[config.mk]
export PLATFORM = sky130hd
export DESIGN_NAME = flyback_gate_protection_ctrl
export DESIGN_NICKNAME = d
export VERILOG_FILES = /design/src/hdl/flyback_pkg.sv /design/src/hdl/sense_debounce.sv /design/src/hdl/flyback_gate_protection_ctrl.sv
export VERILOG_INCLUDE_DIRS = /design/src /design/src/hdl
export SDC_FILE = /design/constraint.sdc
export NUM_CORES = 1
export LEC_CHECK = 0
export ABC_AREA = 1
export BUFFER_PORTS_ARGS = -buffer_cell sky130_fd_sc_hd__buf_2
export CELL_PAD_IN_SITES_DETAIL_PLACEMENT = 2
export CELL_PAD_IN_SITES_GLOBAL_PLACEMENT = 2
export CORE_ASPECT_RATIO = 1.5
export CORE_MARGIN = 4
export CORE_UTILIZATION = 34
export DETAILED_ROUTE_END_ITERATION = 7
export PLACE_DENSITY = 0.87
export SLEW_MARGIN = 25
export SYNTH_ARGS = -nofsm -noshare
export SYNTH_HDL_FRONTEND = slang
export SYNTH_SLANG_ARGS = --single-unit
[constraint.sdc]
create_clock -name clk -period 4.47 [get_ports clk]
set_input_delay 0.447 -clock clk [delete_from_list [all_inputs] [get_ports clk]]
set_output_delay 0.447 -clock clk [all_outputs]
set_load 0.03 [all_outputs]
[src/hdl/flyback_defines.svh]
// timing constants and counts for the flyback gate and protection controller
// assumes a 10 MHz clock; included by bare name
`ifndef FLYBACK_DEFINES_SVH
`define FLYBACK_DEFINES_SVH

`define CLK_PERIOD_NS        100
`define LEB_TIME_NS          150
`define LEB_CYCLES           ((`LEB_TIME_NS + `CLK_PERIOD_NS - 1) / `CLK_PERIOD_NS)
`define BROWNOUT_TIME_MS     30
`define BROWNOUT_CYCLES      (`BROWNOUT_TIME_MS * 1000000 / `CLK_PERIOD_NS)
`define UV_BLANK_TIME_MS     45
`define UV_BLANK_CYCLES      (`UV_BLANK_TIME_MS * 1000000 / `CLK_PERIOD_NS)
`define UV_DEBOUNCE_DEFAULT  4
`define OV_DEBOUNCE_DEFAULT  4
`define PERIOD_CYCLES_DEF    100
`define MAX_ON_CYCLES_DEF    70
`define SAMPLE_DELAY_DEF     20

`endif

[src/hdl/flyback_pkg.sv]
// types shared by the flyback gate and protection controller
// assumes nothing beyond a single clock domain
package flyback_pkg;
  // comparator flags from the analog front end
  typedef struct packed {
    logic cur_limit;     // sense reached current_limit_threshold
    logic burst_low;     // feedback below burst_stop_threshold
    logic burst_high;    // feedback above burst_resume_threshold
    logic supply_on;     // supply at supply_turn_on_level
    logic supply_off;    // supply at supply_turn_off_level
    logic supply_reset;  // supply at the 2.5 V reset level
    logic supply_ov;     // supply above 28 V
    logic line_low;      // on-time line current below 160 uA
    logic over_temp;     // junction over temperature
    logic shutdown_low;  // external_shutdown_pin below shutdown_threshold
    logic sense_uv;      // aux_sense_pin sample below sense_undervolt_level
    logic sense_ov;      // aux_sense_pin sample above sense_overvolt_level
  } comp_flags_t;

  // fault status
  typedef struct packed {
    logic supply_ov;
    logic brownout;
    logic sense_uv;
    logic sense_ov;
    logic over_temp;
    logic shutdown;
  } fault_flags_t;

  // supervisor states
  typedef enum logic [1:0] {
    ST_STARTUP,   // high-voltage source charging the supply
    ST_RUN,       // switching allowed
    ST_FAULT_AR,  // auto-restart fault, waiting for turn-off level
    ST_LATCHED    // latched fault, cycling the supply
  } sup_state_t;
endpackage

[src/hdl/sense_debounce.sv]
// counts consecutive switching-cycle samples of a sense flag
// assumes sample_stb pulses once per cycle
`timescale 1ns/1ps
module sense_debounce #(
  parameter int COUNT = 4  // samples that must be exceeded
) (
  // clock and reset
  input  wire logic clk,
  input  wire logic rst,
  // sample input
  input  wire logic sample_stb,  // one pulse per switching cycle
  input  wire logic flag,        // condition at the sample
  input  wire logic enable,      // detection allowed
  // result
  output logic      trip         // one-cycle pulse when count exceeded
);
  localparam int W = $clog2(COUNT + 2);

  logic [W-1:0] cnt_r;   // consecutive samples seen
  logic [W-1:0] cnt_nxt;
  logic         trip_r;
  logic         trip_nxt;

  // --------------------------------------------------------
  // next count
  // --------------------------------------------------------
  always_comb begin
    cnt_nxt  = cnt_r;
    trip_nxt = 1'b0;
    if (!enable) begin
      cnt_nxt = '0;  // blanked: forget history
    end else if (sample_stb) begin
      if (!flag) begin
        cnt_nxt = '0;
      end else if (cnt_r == W'(COUNT)) begin
        trip_nxt = 1'b1;  // more than COUNT cycles in a row
      end else begin
        cnt_nxt = cnt_r + W'(1);
      end
    end
  end

  // register stage
  always_ff @(posedge clk) begin
    if (rst) begin
      cnt_r  <= '0;
      trip_r <= 1'b0;
    end else begin
      cnt_r  <= cnt_nxt;
      trip_r <= trip_nxt;
    end
  end

  assign trip = trip_r;
endmodule

[src/hdl/flyback_gate_protection_ctrl.sv]
// gating and fault sequencing for an offline flyback pwm controller
// assumes comparator flags synchronous to clk; drives the gate driver input
//
// Contract
// - current limit ends gate pulse at once
// - burst low flag stops gate pulses
// - burst high flag resumes pulses, hysteretic
// - ignore current limit 150 ns after turn-on
// - blanking prevents current limit terminating pulse
// - ramp restarts aligned with each turn-on
// - turn-on level disables startup, starts switching
// - supply overvolt and brownout auto-restart
// - sense overvolt, temperature, shutdown latch
// - auto-restart clears at turn-off, startup on
// - after clear, switch again at turn-on
// - latched: startup on at turn-off, fault kept
// - latched: turn-on only disables startup source
// - latched fault clears only at 2.5 V
// - supply over 28 V raises fault
// - line current low over 30 ms: brownout
// - over temperature stops gate, latches
// - sample sense pin near diode conduction end
// - sense undervolt debounced raises auto-restart
// - undervolt detection blanked 45 ms after power-on
// - sense overvolt debounced disables gate, latches
// - shutdown pin low enters latched fault
`timescale 1ns/1ps
`include "flyback_defines.svh"
module flyback_gate_protection_ctrl #(
  parameter int PERIOD_CYCLES   = `PERIOD_CYCLES_DEF,  // switching period
  parameter int MAX_ON_CYCLES   = `MAX_ON_CYCLES_DEF,  // maximum on-time
  parameter int SAMPLE_DELAY    = `SAMPLE_DELAY_DEF,   // off-time to sense sample
  parameter int UV_DEBOUNCE     = `UV_DEBOUNCE_DEFAULT,
  parameter int OV_DEBOUNCE     = `OV_DEBOUNCE_DEFAULT,
  parameter int BROWNOUT_CYCLES = `BROWNOUT_CYCLES,
  parameter int UV_BLANK_CYCLES = `UV_BLANK_CYCLES
) (
  // clock and reset
  input  wire logic                      clk,
  input  wire logic                      rst,
  // analog comparator flags
  input  wire flyback_pkg::comp_flags_t  comp,
  input  wire logic                      pwm_compare,  // loop comparator ends pulse
  // power stage
  output logic                           gate,          // mosfet gate drive
  output logic                           ramp_reset,    // restarts compensation ramp
  output logic                           startup_en,    // high_voltage_startup_pin source
  output logic                           sense_sample,  // sample aux_sense_pin now
  // status
  output flyback_pkg::fault_flags_t      faults,
  output flyback_pkg::sup_state_t        state,
  output logic                           burst_off      // burst hold-off active
);
  // counter widths follow the parameters, so a longer period or interval
  // only needs a new parameter value, never a hand-edited width
  localparam int PW = $clog2(PERIOD_CYCLES + 1);
  localparam int LW = $clog2(`LEB_CYCLES + 1);
  localparam int BW = $clog2(BROWNOUT_CYCLES + 1);
  localparam int UW = $clog2(UV_BLANK_CYCLES + 1);

  // --------------------------------------------------------
  // supervisor and fault state
  // --------------------------------------------------------
  flyback_pkg::sup_state_t   st_r, st_nxt;        // supervisor state
  flyback_pkg::fault_flags_t flt_r, flt_nxt;      // sticky fault flags
  logic [BW-1:0]             bo_cnt_r, bo_cnt_nxt;  // brownout duration
  logic                      lo_r, lo_nxt;         // line-low reading held from on-time
  logic [UW-1:0]             uvb_cnt_r, uvb_cnt_nxt;  // startup blank
  logic                      uv_trip;
  logic                      ov_trip;
  logic                      ar_evt;               // any auto-restart cause
  logic                      latch_evt;            // any latch cause
  flyback_pkg::fault_flags_t new_flt;

  // --------------------------------------------------------
  // switching cycle state
  // --------------------------------------------------------
  logic [PW-1:0] ph_r, ph_nxt;        // position in period
  logic          gate_r, gate_nxt;
  logic [LW-1:0] leb_r, leb_nxt;      // blanking cycles left
  logic          burst_r, burst_nxt;
  logic          ramp_r, ramp_nxt;
  logic          samp_r, samp_nxt;
  logic [PW-1:0] off_r, off_nxt;      // cycles since turn-off
  logic          run_ok;

  assign run_ok = (st_r == flyback_pkg::ST_RUN);

  // the line current is only meaningful while the switch conducts, so its
  // comparator is read during on-time and the result held through off-time;
  // the brownout timer then counts wall-clock cycles, not on-time cycles,
  // so a low line trips after the full interval whatever the duty cycle
  always_comb begin
    bo_cnt_nxt  = bo_cnt_r;
    uvb_cnt_nxt = uvb_cnt_r;
    lo_nxt      = lo_r;
    if (!run_ok) begin
      lo_nxt = 1'b0;  // stale outside switching: measure again on resume
    end else if (gate_r) begin
      lo_nxt = comp.line_low;  // fresh reading each on-time
    end
    if (!lo_r) begin
      bo_cnt_nxt = '0;  // condition cleared, start over
    end else if (bo_cnt_r != BW'(BROWNOUT_CYCLES)) begin
      bo_cnt_nxt = bo_cnt_r + BW'(1);
    end
    if (uvb_cnt_r != UW'(UV_BLANK_CYCLES)) begin
      uvb_cnt_nxt = uvb_cnt_r + UW'(1);
    end
  end

  // debouncers for the sense pin sample
  // both are held off outside run, so a stale count cannot trip a fault
  // the moment switching resumes
  sense_debounce #(.COUNT(UV_DEBOUNCE)) u_uv (
    .clk        (clk),
    .rst        (rst),
    .sample_stb (samp_r),
    .flag       (comp.sense_uv),
    .enable     (uvb_cnt_r == UW'(UV_BLANK_CYCLES) && run_ok),
    .trip       (uv_trip)
  );
  sense_debounce #(.COUNT(OV_DEBOUNCE)) u_ov (
    .clk        (clk),
    .rst        (rst),
    .sample_stb (samp_r),
    .flag       (comp.sense_ov),
    .enable     (run_ok),
    .trip       (ov_trip)
  );

  // --------------------------------------------------------
  // fault detection and supervisor
  // --------------------------------------------------------
  always_comb begin
    new_flt.supply_ov = comp.supply_ov;
    new_flt.brownout  = (bo_cnt_r == BW'(BROWNOUT_CYCLES));
    new_flt.sense_uv  = uv_trip;
    new_flt.sense_ov  = ov_trip;
    new_flt.over_temp = comp.over_temp;
    new_flt.shutdown  = comp.shutdown_low;
    ar_evt    = new_flt.supply_ov | new_flt.brownout | new_flt.sense_uv;
    latch_evt = new_flt.sense_ov | new_flt.over_temp | new_flt.shutdown;
    st_nxt  = st_r;
    flt_nxt = flt_r;
    case (st_r)
      flyback_pkg::ST_STARTUP: begin
        if (comp.supply_on) begin
          st_nxt = flyback_pkg::ST_RUN;
        end
      end
      flyback_pkg::ST_RUN: begin
        // latch class takes priority when both happen together
        if (latch_evt) begin
          st_nxt  = flyback_pkg::ST_LATCHED;
          flt_nxt = flt_r | new_flt;
        end else if (ar_evt) begin
          st_nxt  = flyback_pkg::ST_FAULT_AR;
          flt_nxt = flt_r | new_flt;
        end else if (comp.supply_off) begin
          st_nxt = flyback_pkg::ST_STARTUP;  // plain undervoltage lockout
        end
      end
      flyback_pkg::ST_FAULT_AR: begin
        flt_nxt = flt_r | new_flt;
        if (latch_evt) begin
          st_nxt = flyback_pkg::ST_LATCHED;
        end else if (comp.supply_off) begin
          // a cause that still stands is caught again once switching resumes
          st_nxt  = flyback_pkg::ST_STARTUP;
          flt_nxt = '0;
        end
      end
      flyback_pkg::ST_LATCHED: begin
        flt_nxt = flt_r | new_flt;  // fault stays set
        // only the deep reset level clears; the turn-off level merely recharges
        if (comp.supply_reset) begin
          st_nxt  = flyback_pkg::ST_STARTUP;
          flt_nxt = '0;
        end
      end
      default: begin
        st_nxt = flyback_pkg::ST_STARTUP;
      end
    endcase
  end

  // supervisor registers
  always_ff @(posedge clk) begin
    if (rst) begin
      st_r      <= flyback_pkg::ST_STARTUP;
      flt_r     <= '0;
      bo_cnt_r  <= '0;
      lo_r      <= 1'b0;
      uvb_cnt_r <= '0;
    end else begin
      st_r      <= st_nxt;
      flt_r     <= flt_nxt;
      bo_cnt_r  <= bo_cnt_nxt;
      lo_r      <= lo_nxt;
      uvb_cnt_r <= uvb_cnt_nxt;
    end
  end

  // --------------------------------------------------------
  // startup source control
  // --------------------------------------------------------
  // the source toggles with supply levels in every state; in the latched
  // state this makes the supply cycle until the line energy is gone
  logic su_r, su_nxt;
  always_comb begin
    su_nxt = su_r;
    if (comp.supply_off) begin
      su_nxt = 1'b1;
    end else if (comp.supply_on) begin
      su_nxt = 1'b0;
    end
  end

  always_ff @(posedge clk) begin
    if (rst) begin
      su_r <= 1'b1;
    end else begin
      su_r <= su_nxt;
    end
  end

  // --------------------------------------------------------
  // switching cycle: gate, blanking, burst, ramp, sample
  // --------------------------------------------------------
  always_comb begin
    ph_nxt    = (ph_r == PW'(PERIOD_CYCLES - 1)) ? '0 : ph_r + PW'(1);
    gate_nxt  = gate_r;
    leb_nxt   = (leb_r != '0) ? leb_r - LW'(1) : leb_r;
    burst_nxt = burst_r;
    ramp_nxt  = 1'b0;
    samp_nxt  = 1'b0;
    off_nxt   = (off_r != '1) ? off_r + PW'(1) : off_r;
    // burst hysteresis
    if (comp.burst_low) begin
      burst_nxt = 1'b1;
    end else if (comp.burst_high) begin
      burst_nxt = 1'b0;
    end
    if (!run_ok || latch_evt || ar_evt) begin
      gate_nxt = 1'b0;  // faults stop the gate at once
    end else if (ph_r == PW'(PERIOD_CYCLES - 1)) begin
      if (!burst_nxt) begin
        // blanking loads on the same edge the gate rises, so the turn-on
        // spike can never end the pulse
        gate_nxt = 1'b1;        // turn on at period start
        leb_nxt  = LW'(`LEB_CYCLES);
        ramp_nxt = 1'b1;
      end
    end else if (gate_r) begin
      if (comp.cur_limit && leb_r == '0) begin
        gate_nxt = 1'b0;
      end else if (pwm_compare && leb_r == '0) begin
        gate_nxt = 1'b0;  // normal loop termination, also blanked
      end else if (ph_r >= PW'(MAX_ON_CYCLES - 1)) begin
        gate_nxt = 1'b0;  // maximum duty guard
      end
    end
    if (gate_r && !gate_nxt) begin
      off_nxt = '0;
    end
    // sample near the end of diode conduction, once per cycle
    // limitation: the point is a fixed delay after turn-off, not a measured
    // fraction of the conduction time, so it suits one load range best
    if (!gate_r && off_r == PW'(SAMPLE_DELAY)) begin
      samp_nxt = 1'b1;
    end
  end

  always_ff @(posedge clk) begin
    if (rst) begin
      ph_r    <= '0;
      gate_r  <= 1'b0;
      leb_r   <= '0;
      burst_r <= 1'b0;
      ramp_r  <= 1'b0;
      samp_r  <= 1'b0;
      off_r   <= '1;
    end else begin
      ph_r    <= ph_nxt;
      gate_r  <= gate_nxt;
      leb_r   <= leb_nxt;
      burst_r <= burst_nxt;
      ramp_r  <= ramp_nxt;
      samp_r  <= samp_nxt;
      off_r   <= off_nxt;
    end
  end

  // --------------------------------------------------------
  // outputs
  // --------------------------------------------------------
  // every output comes straight from a flip-flop, so none can glitch
  assign gate         = gate_r;
  assign ramp_reset   = ramp_r;
  assign startup_en   = su_r;
  assign sense_sample = samp_r;
  assign faults       = flt_r;
  assign state        = st_r;
  assign burst_off    = burst_r;
endmodule

After elaboration in Yosys (flattened, before gate mapping)
Cells that the tools add are included.
{ "totals": {"reg_bits": 76} }
{ "classes": {"addsub": 7, "n_lt_le_gt_ge": 1, "eq_ne": 17, "n_mux": 36, "bitwise_logic": 12, "reduce_logical": 27} }
{ "op_table": {"columns": ["cell", "n"], "rows": [
  ["$add 19x1->19 const B", 2],
  ["$eq 19x19->1 const B", 2],
  ["$ne 19x19->1 const B", 2],
  ["$mux 6", 5],
  ["$mux 2", 10],
  ["$pmux 6 s3", 1],
  ["$add 7x1->7 const B", 2],
  ["$mux 7", 2],
  ["$mux 1", 13],
  ["$mux 3", 4],
  ["$reduce_or 2->1", 5],
  ["$ne 2x2->1 const B", 4],
  ["$pmux 2 s4", 1],
  ["$reduce_and 2->1", 4],
  ["$reduce_or 4->1", 2],
  ["$eq 7x5->1 const B", 1],
  ["$eq 7x7->1 const B", 1],
  ["$ge 7x7->1 const B", 1],
  ["$ne 7x7->1 const B", 1],
  ["$not 1->1", 7],
  ["$add 3x1->3 const B", 2],
  ["$eq 3x3->1 const B", 2],
  ["$or 6x6->6", 1],
  ["$logic_and 1x1->1", 5],
  ["11 further kinds", 20]
]} }

Longest topological paths before layout
{ "logic_depth": {"word_depth": 10, "mapped_depth": 12, "ltp_nobuf": 12} }

Cells and area by module
A second synthesis with hierarchy kept.
{ "unflattened": {"hier_cells": 528, "area_unflattened_um2": 3729.8} }
{ "by_module_without_submodules": {"columns": ["mod", "n_inst", "cells_per_inst", "area_each_um2"], "rows": [
  ["flyback_gate_protection_ctrl", 1, 465, 3266.9],
  ["sense_debounce (u_ov)", 1, 32, 237.7],
  ["sense_debounce (u_uv)", 1, 31, 225.2]
]} }

Worst setup path after synthesis
Ideal clock, no wire load.
{ "synth_timing": {"kind": "flip-flop to flip-flop", "start": "register st_r[0] (netlist: state[0])", "end": "register leb_r[0]", "setup_time_ns": 0.116, "t_arrival_ns": 1.368, "t_required_ns": 4.354, "setup_slack_ns": 2.986, "path_stages_with_launch": 9, "path_buffers": 0, "cell_sequence": "dfxtp_1 -> inv_1 -> nor2_1 -> inv_1 -> nor2_1 -> inv_1 -> nor2_4 -> nand3_1 -> and3_1"} }
{ "synth_via": {"elab_chain_len": 5} }
{ "synth_rtl": {"columns": ["item", "line_no", "rtl"], "rows": [
  ["start: declaration", "flyback_gate_protection_ctrl.sv:64", "flyback_pkg::sup_state_t st_r, st_nxt;"],
  ["start signal: assignment", "flyback_gate_protection_ctrl.sv:191", "st_r <= flyback_pkg::ST_STARTUP;"],
  ["start signal: assignment", "flyback_gate_protection_ctrl.sv:197", "st_r <= st_nxt;"],
  ["$eq 2x1->1", "flyback_gate_protection_ctrl.sv:87", "assign run_ok = (st_r == flyback_pkg::ST_RUN);"],
  ["$logic_not 1->1", "flyback_gate_protection_ctrl.sv:245", "if (!run_ok || latch_evt || ar_evt) begin"],
  ["$logic_or 1x1->1 (2 in series)", "flyback_gate_protection_ctrl.sv:245", null],
  ["$mux 2", "flyback_gate_protection_ctrl.sv:245", null],
  ["end signal: assignment", "flyback_gate_protection_ctrl.sv:287", "leb_r <= leb_nxt;"],
  ["end: declaration", "flyback_gate_protection_ctrl.sv:80", "logic [LW-1:0] leb_r, leb_nxt;"]
]} }
No other way between the ends.
A chain may end at the register's enable or synchronous reset.

Worst setup path after layout
{ "layout_timing": {"start": "register bo_cnt_r[0]", "end": "register bo_cnt_r[12]"} }
{ "layout_via": {"elab_chain_len": 1, "word_cells_on_any_way": 2, "classes_between": "add/sub: 1; eq/ne: 1"} }
{ "layout_rtl": {"columns": ["item", "line_no", "rtl"], "rows": [
  ["start: declaration", "flyback_gate_protection_ctrl.sv:66", "logic [BW-1:0] bo_cnt_r, bo_cnt_nxt;"],
  ["start signal: assignment", "flyback_gate_protection_ctrl.sv:199", "bo_cnt_r <= bo_cnt_nxt;"],
  ["$add 19x1->19 or $ne 19x19->1 (tied branches)", "flyback_gate_protection_ctrl.sv:105, flyback_gate_protection_ctrl.sv:104", null]
]} }
Several ways; a longest one is shown, not always the timed one.

==> results.yml <==
timing:
  hold_slack_ps: 381
  fin_crit_sh_pct: 41.2
  layout_setup_ws_ps: 2630
  finalHoldViolCount: 0
  setup-tns-final_ps: 0
  rsz0062_at_grt: "false"
  fmax_mhz: 542
  skew_ps: 7.36
  worst_pin_slew_ps: 417
  finalMaxSlewViolations: 0
  min_period_ps: 1840
  max_slew_margin_pct: 72.0
  finalSetupViolCount: 0
place:
  io_buffers: 27
  hpwl_mm: 8.21
  preCtsSetupSlack_ps: 2320
  globalplace.congestion: 0.762
flow_run:
  maxCapViolCount: 0
worst_setup_path:
  worstPathArrival_ps: 2060
  crit_slowest_cell: "dfxtp_1"
  worstSetupStartpoint: "bo_cnt_r[0]$_SDFFE_PP0N_"
  crit_cells: 10
  cp_data_required_time_ps: 4690
  path_delay_family: "simple AND/OR/NAND/NOR gates"
  crit_fanout: 5
  endpoint_kind: "flip-flop"
  crit_buf_inv: 1
  cpPeakStageDelay_ps: 440
  crit_chain: "ha_1, nand2_2, nor2_4, nand2_4, nor2_8, inv_2, nor2_4, nand3_1, xor2_1, nor2_1"
  worstReg2RegStart: "bo_cnt_r[0]$_SDFFE_PP0N_"
  r2r_cells: 10
  path_class: "reg2reg"
  startpoint_type: "flip-flop"
  cp_common_cell: "nor2_4"
synth:
  ys_warn_count: 0
  yosys.area_share.simple_pct: 30.4
  synth_cells: 497
  synth-seq-area-share_pct: 41.7
  async_flop_share_pct: 0
  synth_xor_area_share_pct: 1.92
  syn_nets: 524
  synth_edf_count: 0
  yosysUniqueCellTypes: 39
  synth_top_family_by_area: "simple AND/OR/NAND/NOR gates"
  synth-compound-area-share_pct: 12.2
  syn_area_um2: 3650
  synthMuxAreaShare_pct: 0
  ys_ff_latch: 76
  synth_adder_area_share_pct: 4.12
  syn_area_per_cell_um2: 7.34
  synth_flop_cell: "dfxtp_1"
outcome:
  status: "finished, final reports clean"
drt:
  drt_first_pass_iters: 4
  wl_mm: 11.0
  drtAntennaViolNets: 0
  routedWlPerCell_um: 16.3
  drc: 0
  drt_iter0_drc: 82
  viasPerCell: 5.04
  vias: 3418
cts:
  numCtsBuffers: 9
  cts_buffer_depth: 2
  ctsResizeCount: 0
  h-tree-depth: 3
  clkSinkCount: 76
  clk_pin_slew_ps: 60
  post_cts_buffers: 0
  cts-root-buf: "clkbuf_16"
  ctsHoldBuffers: 0
  cts_tree: "yes"
  insertion_delay_ps: 340
cells_and_area:
  layout.nets: 556
  final_util_pct: 40.1
  syn_to_final_growth_pct: 15.9
  antenna_cells: 0
  mostFrequentLayoutCells: "83 x nand2_1, 82 x inv_1, 76 x dfxtp_1"
  drive_gt1_share_pct: 14.4
  nFillCells: 1279
  mostFrequentLayoutCell: "nand2_1"
floorplan:
  io_pins: 28
  die_w_um: 92.6
  die_h_um: 135
  dieArea_um2: 12500
  start_util_pct: 34.6
  coreArea_um2: 10500
  num_rows: 46
power_and_ir_drop:
  power.density_nw_per_um2: 404
  power.leakage_nw: 1.75
  finalPower_mw: 1.71
  ir_worst_vdd_mv: 0.189
worst_hold_path:
  min_path_type: "in2reg"
  whs_path_depth: 3
  min_from: "comp[2]"
global_routing:
  grt_pass1_wl_mm: 19.0
  grt_pass1_vias: 3988
  grt_use_total_pct: 19.2
  antenna_found_initial: 0
  overflow: 0
  grt_max_degree: 24
[layout make-up]
type / instances / area [um2] / area share (%)
Sequential cell: 76 / 1520 / 36.0
Multi-Input combinational cell: 329 / 1770 / 42.0
Timing Repair Buffer: 27 / 135 / 3.20
Inverter: 86 / 323 / 7.64
Clock inverter: 6 / 63.8 / 1.51
Clock buffer: 10 / 229 / 5.42
Tap cell: 144 / 180 / 4.26
[power by group]
group,leakage [nW],switching [mW],internal (mW)
Clock,0.139,0.307,0.433
Sequential,0.616,0.0315,0.708
Combinational,0.995,0.147,0.0811
Total,1.75,0.486,1.22
[cells by family after synthesis]
kind of cell	Yosys count
compound gates	83
simple gates	226
buf+inv	92
flops	76
xor+xnor	8
fa+ha+maj	12
[metrics by stage]
step	cell area, um2	cells
3_5_place_dp	3930	662
4_1_cts	4230	678
5_1_grt	4230	678
2_1_floorplan	3650	497
3_3_place_gp	3930	662
6_report	4230	678
[Yosys cell counts (2+ instances only)]
library cell  instances  area share, %
nand2_1              83            8.5
inv_1                82            8.4
dfxtp_1              76             42
nor2_1               49            5.0
a21oi_1              43            5.9
nand3_1              32            4.4
o21ai_0              25            3.4
nor3_1               16            2.2
ha_1                 12            4.1
nand2_2               9            1.5
xor2_1                8            1.9
nand4_1               6            1.0
a31oi_1               4           0.69
inv_2                 4           0.41
nor2_2                4           0.69
nor2_4                4            1.2
nor3_2                4            1.1
or2_2                 4           0.69
nor4_1                3           0.51
a211oi_1              2           0.41
and3_1                2           0.34
buf_2                 2           0.27
clkbuf_1              2           0.21
nand3b_1              2           0.41
nand4_2               2           0.69
nor3b_1               2           0.41
o21a_1                2           0.41
o21ai_1               2           0.27
[registers in the layout, indices dropped and copies added (netlist names)]
signal	cells
burst_off	1
startup_en	1
state	2
off_r	7
gate	1
u_ov.cnt_r	3
bo_cnt_r	19
ramp_reset	1
uvb_cnt_r	19
ph_r	7
u_ov.trip	1
lo_r	1
u_uv.cnt_r	3
sense_sample	1
u_uv.trip	1
faults	6
leb_r	2
[metal layers]
metal | track usage (%) | vias up | wire, um
li1 | - | 1668 | -
met1 | 18.9 | 1690 | 4190
met2 | 38.5 | 42 | 6350
met3 | 4.35 | 18 | 248
met4 | 6.36 | 0 | 246
met5 | 0 | - | 0
[worst paths after layout]
check / to / slack, ps
worst max-delay path: bo_cnt_r[12]$_SDFFE_PP0N_ / 2630
worst min-delay path: faults[0]$_SDFFE_PP0P_ / 380
worst max register to register: bo_cnt_r[12]$_SDFFE_PP0N_ / 2630
worst min register to register: faults[3]$_SDFFE_PP0P_ / 450
[worst min-delay path, cell delays in order]
cell,delay [ps]
buf_2,100
o21ai_0,60
a21oi_1,60
No activity file was read; power rests on OpenSTA's default activity.
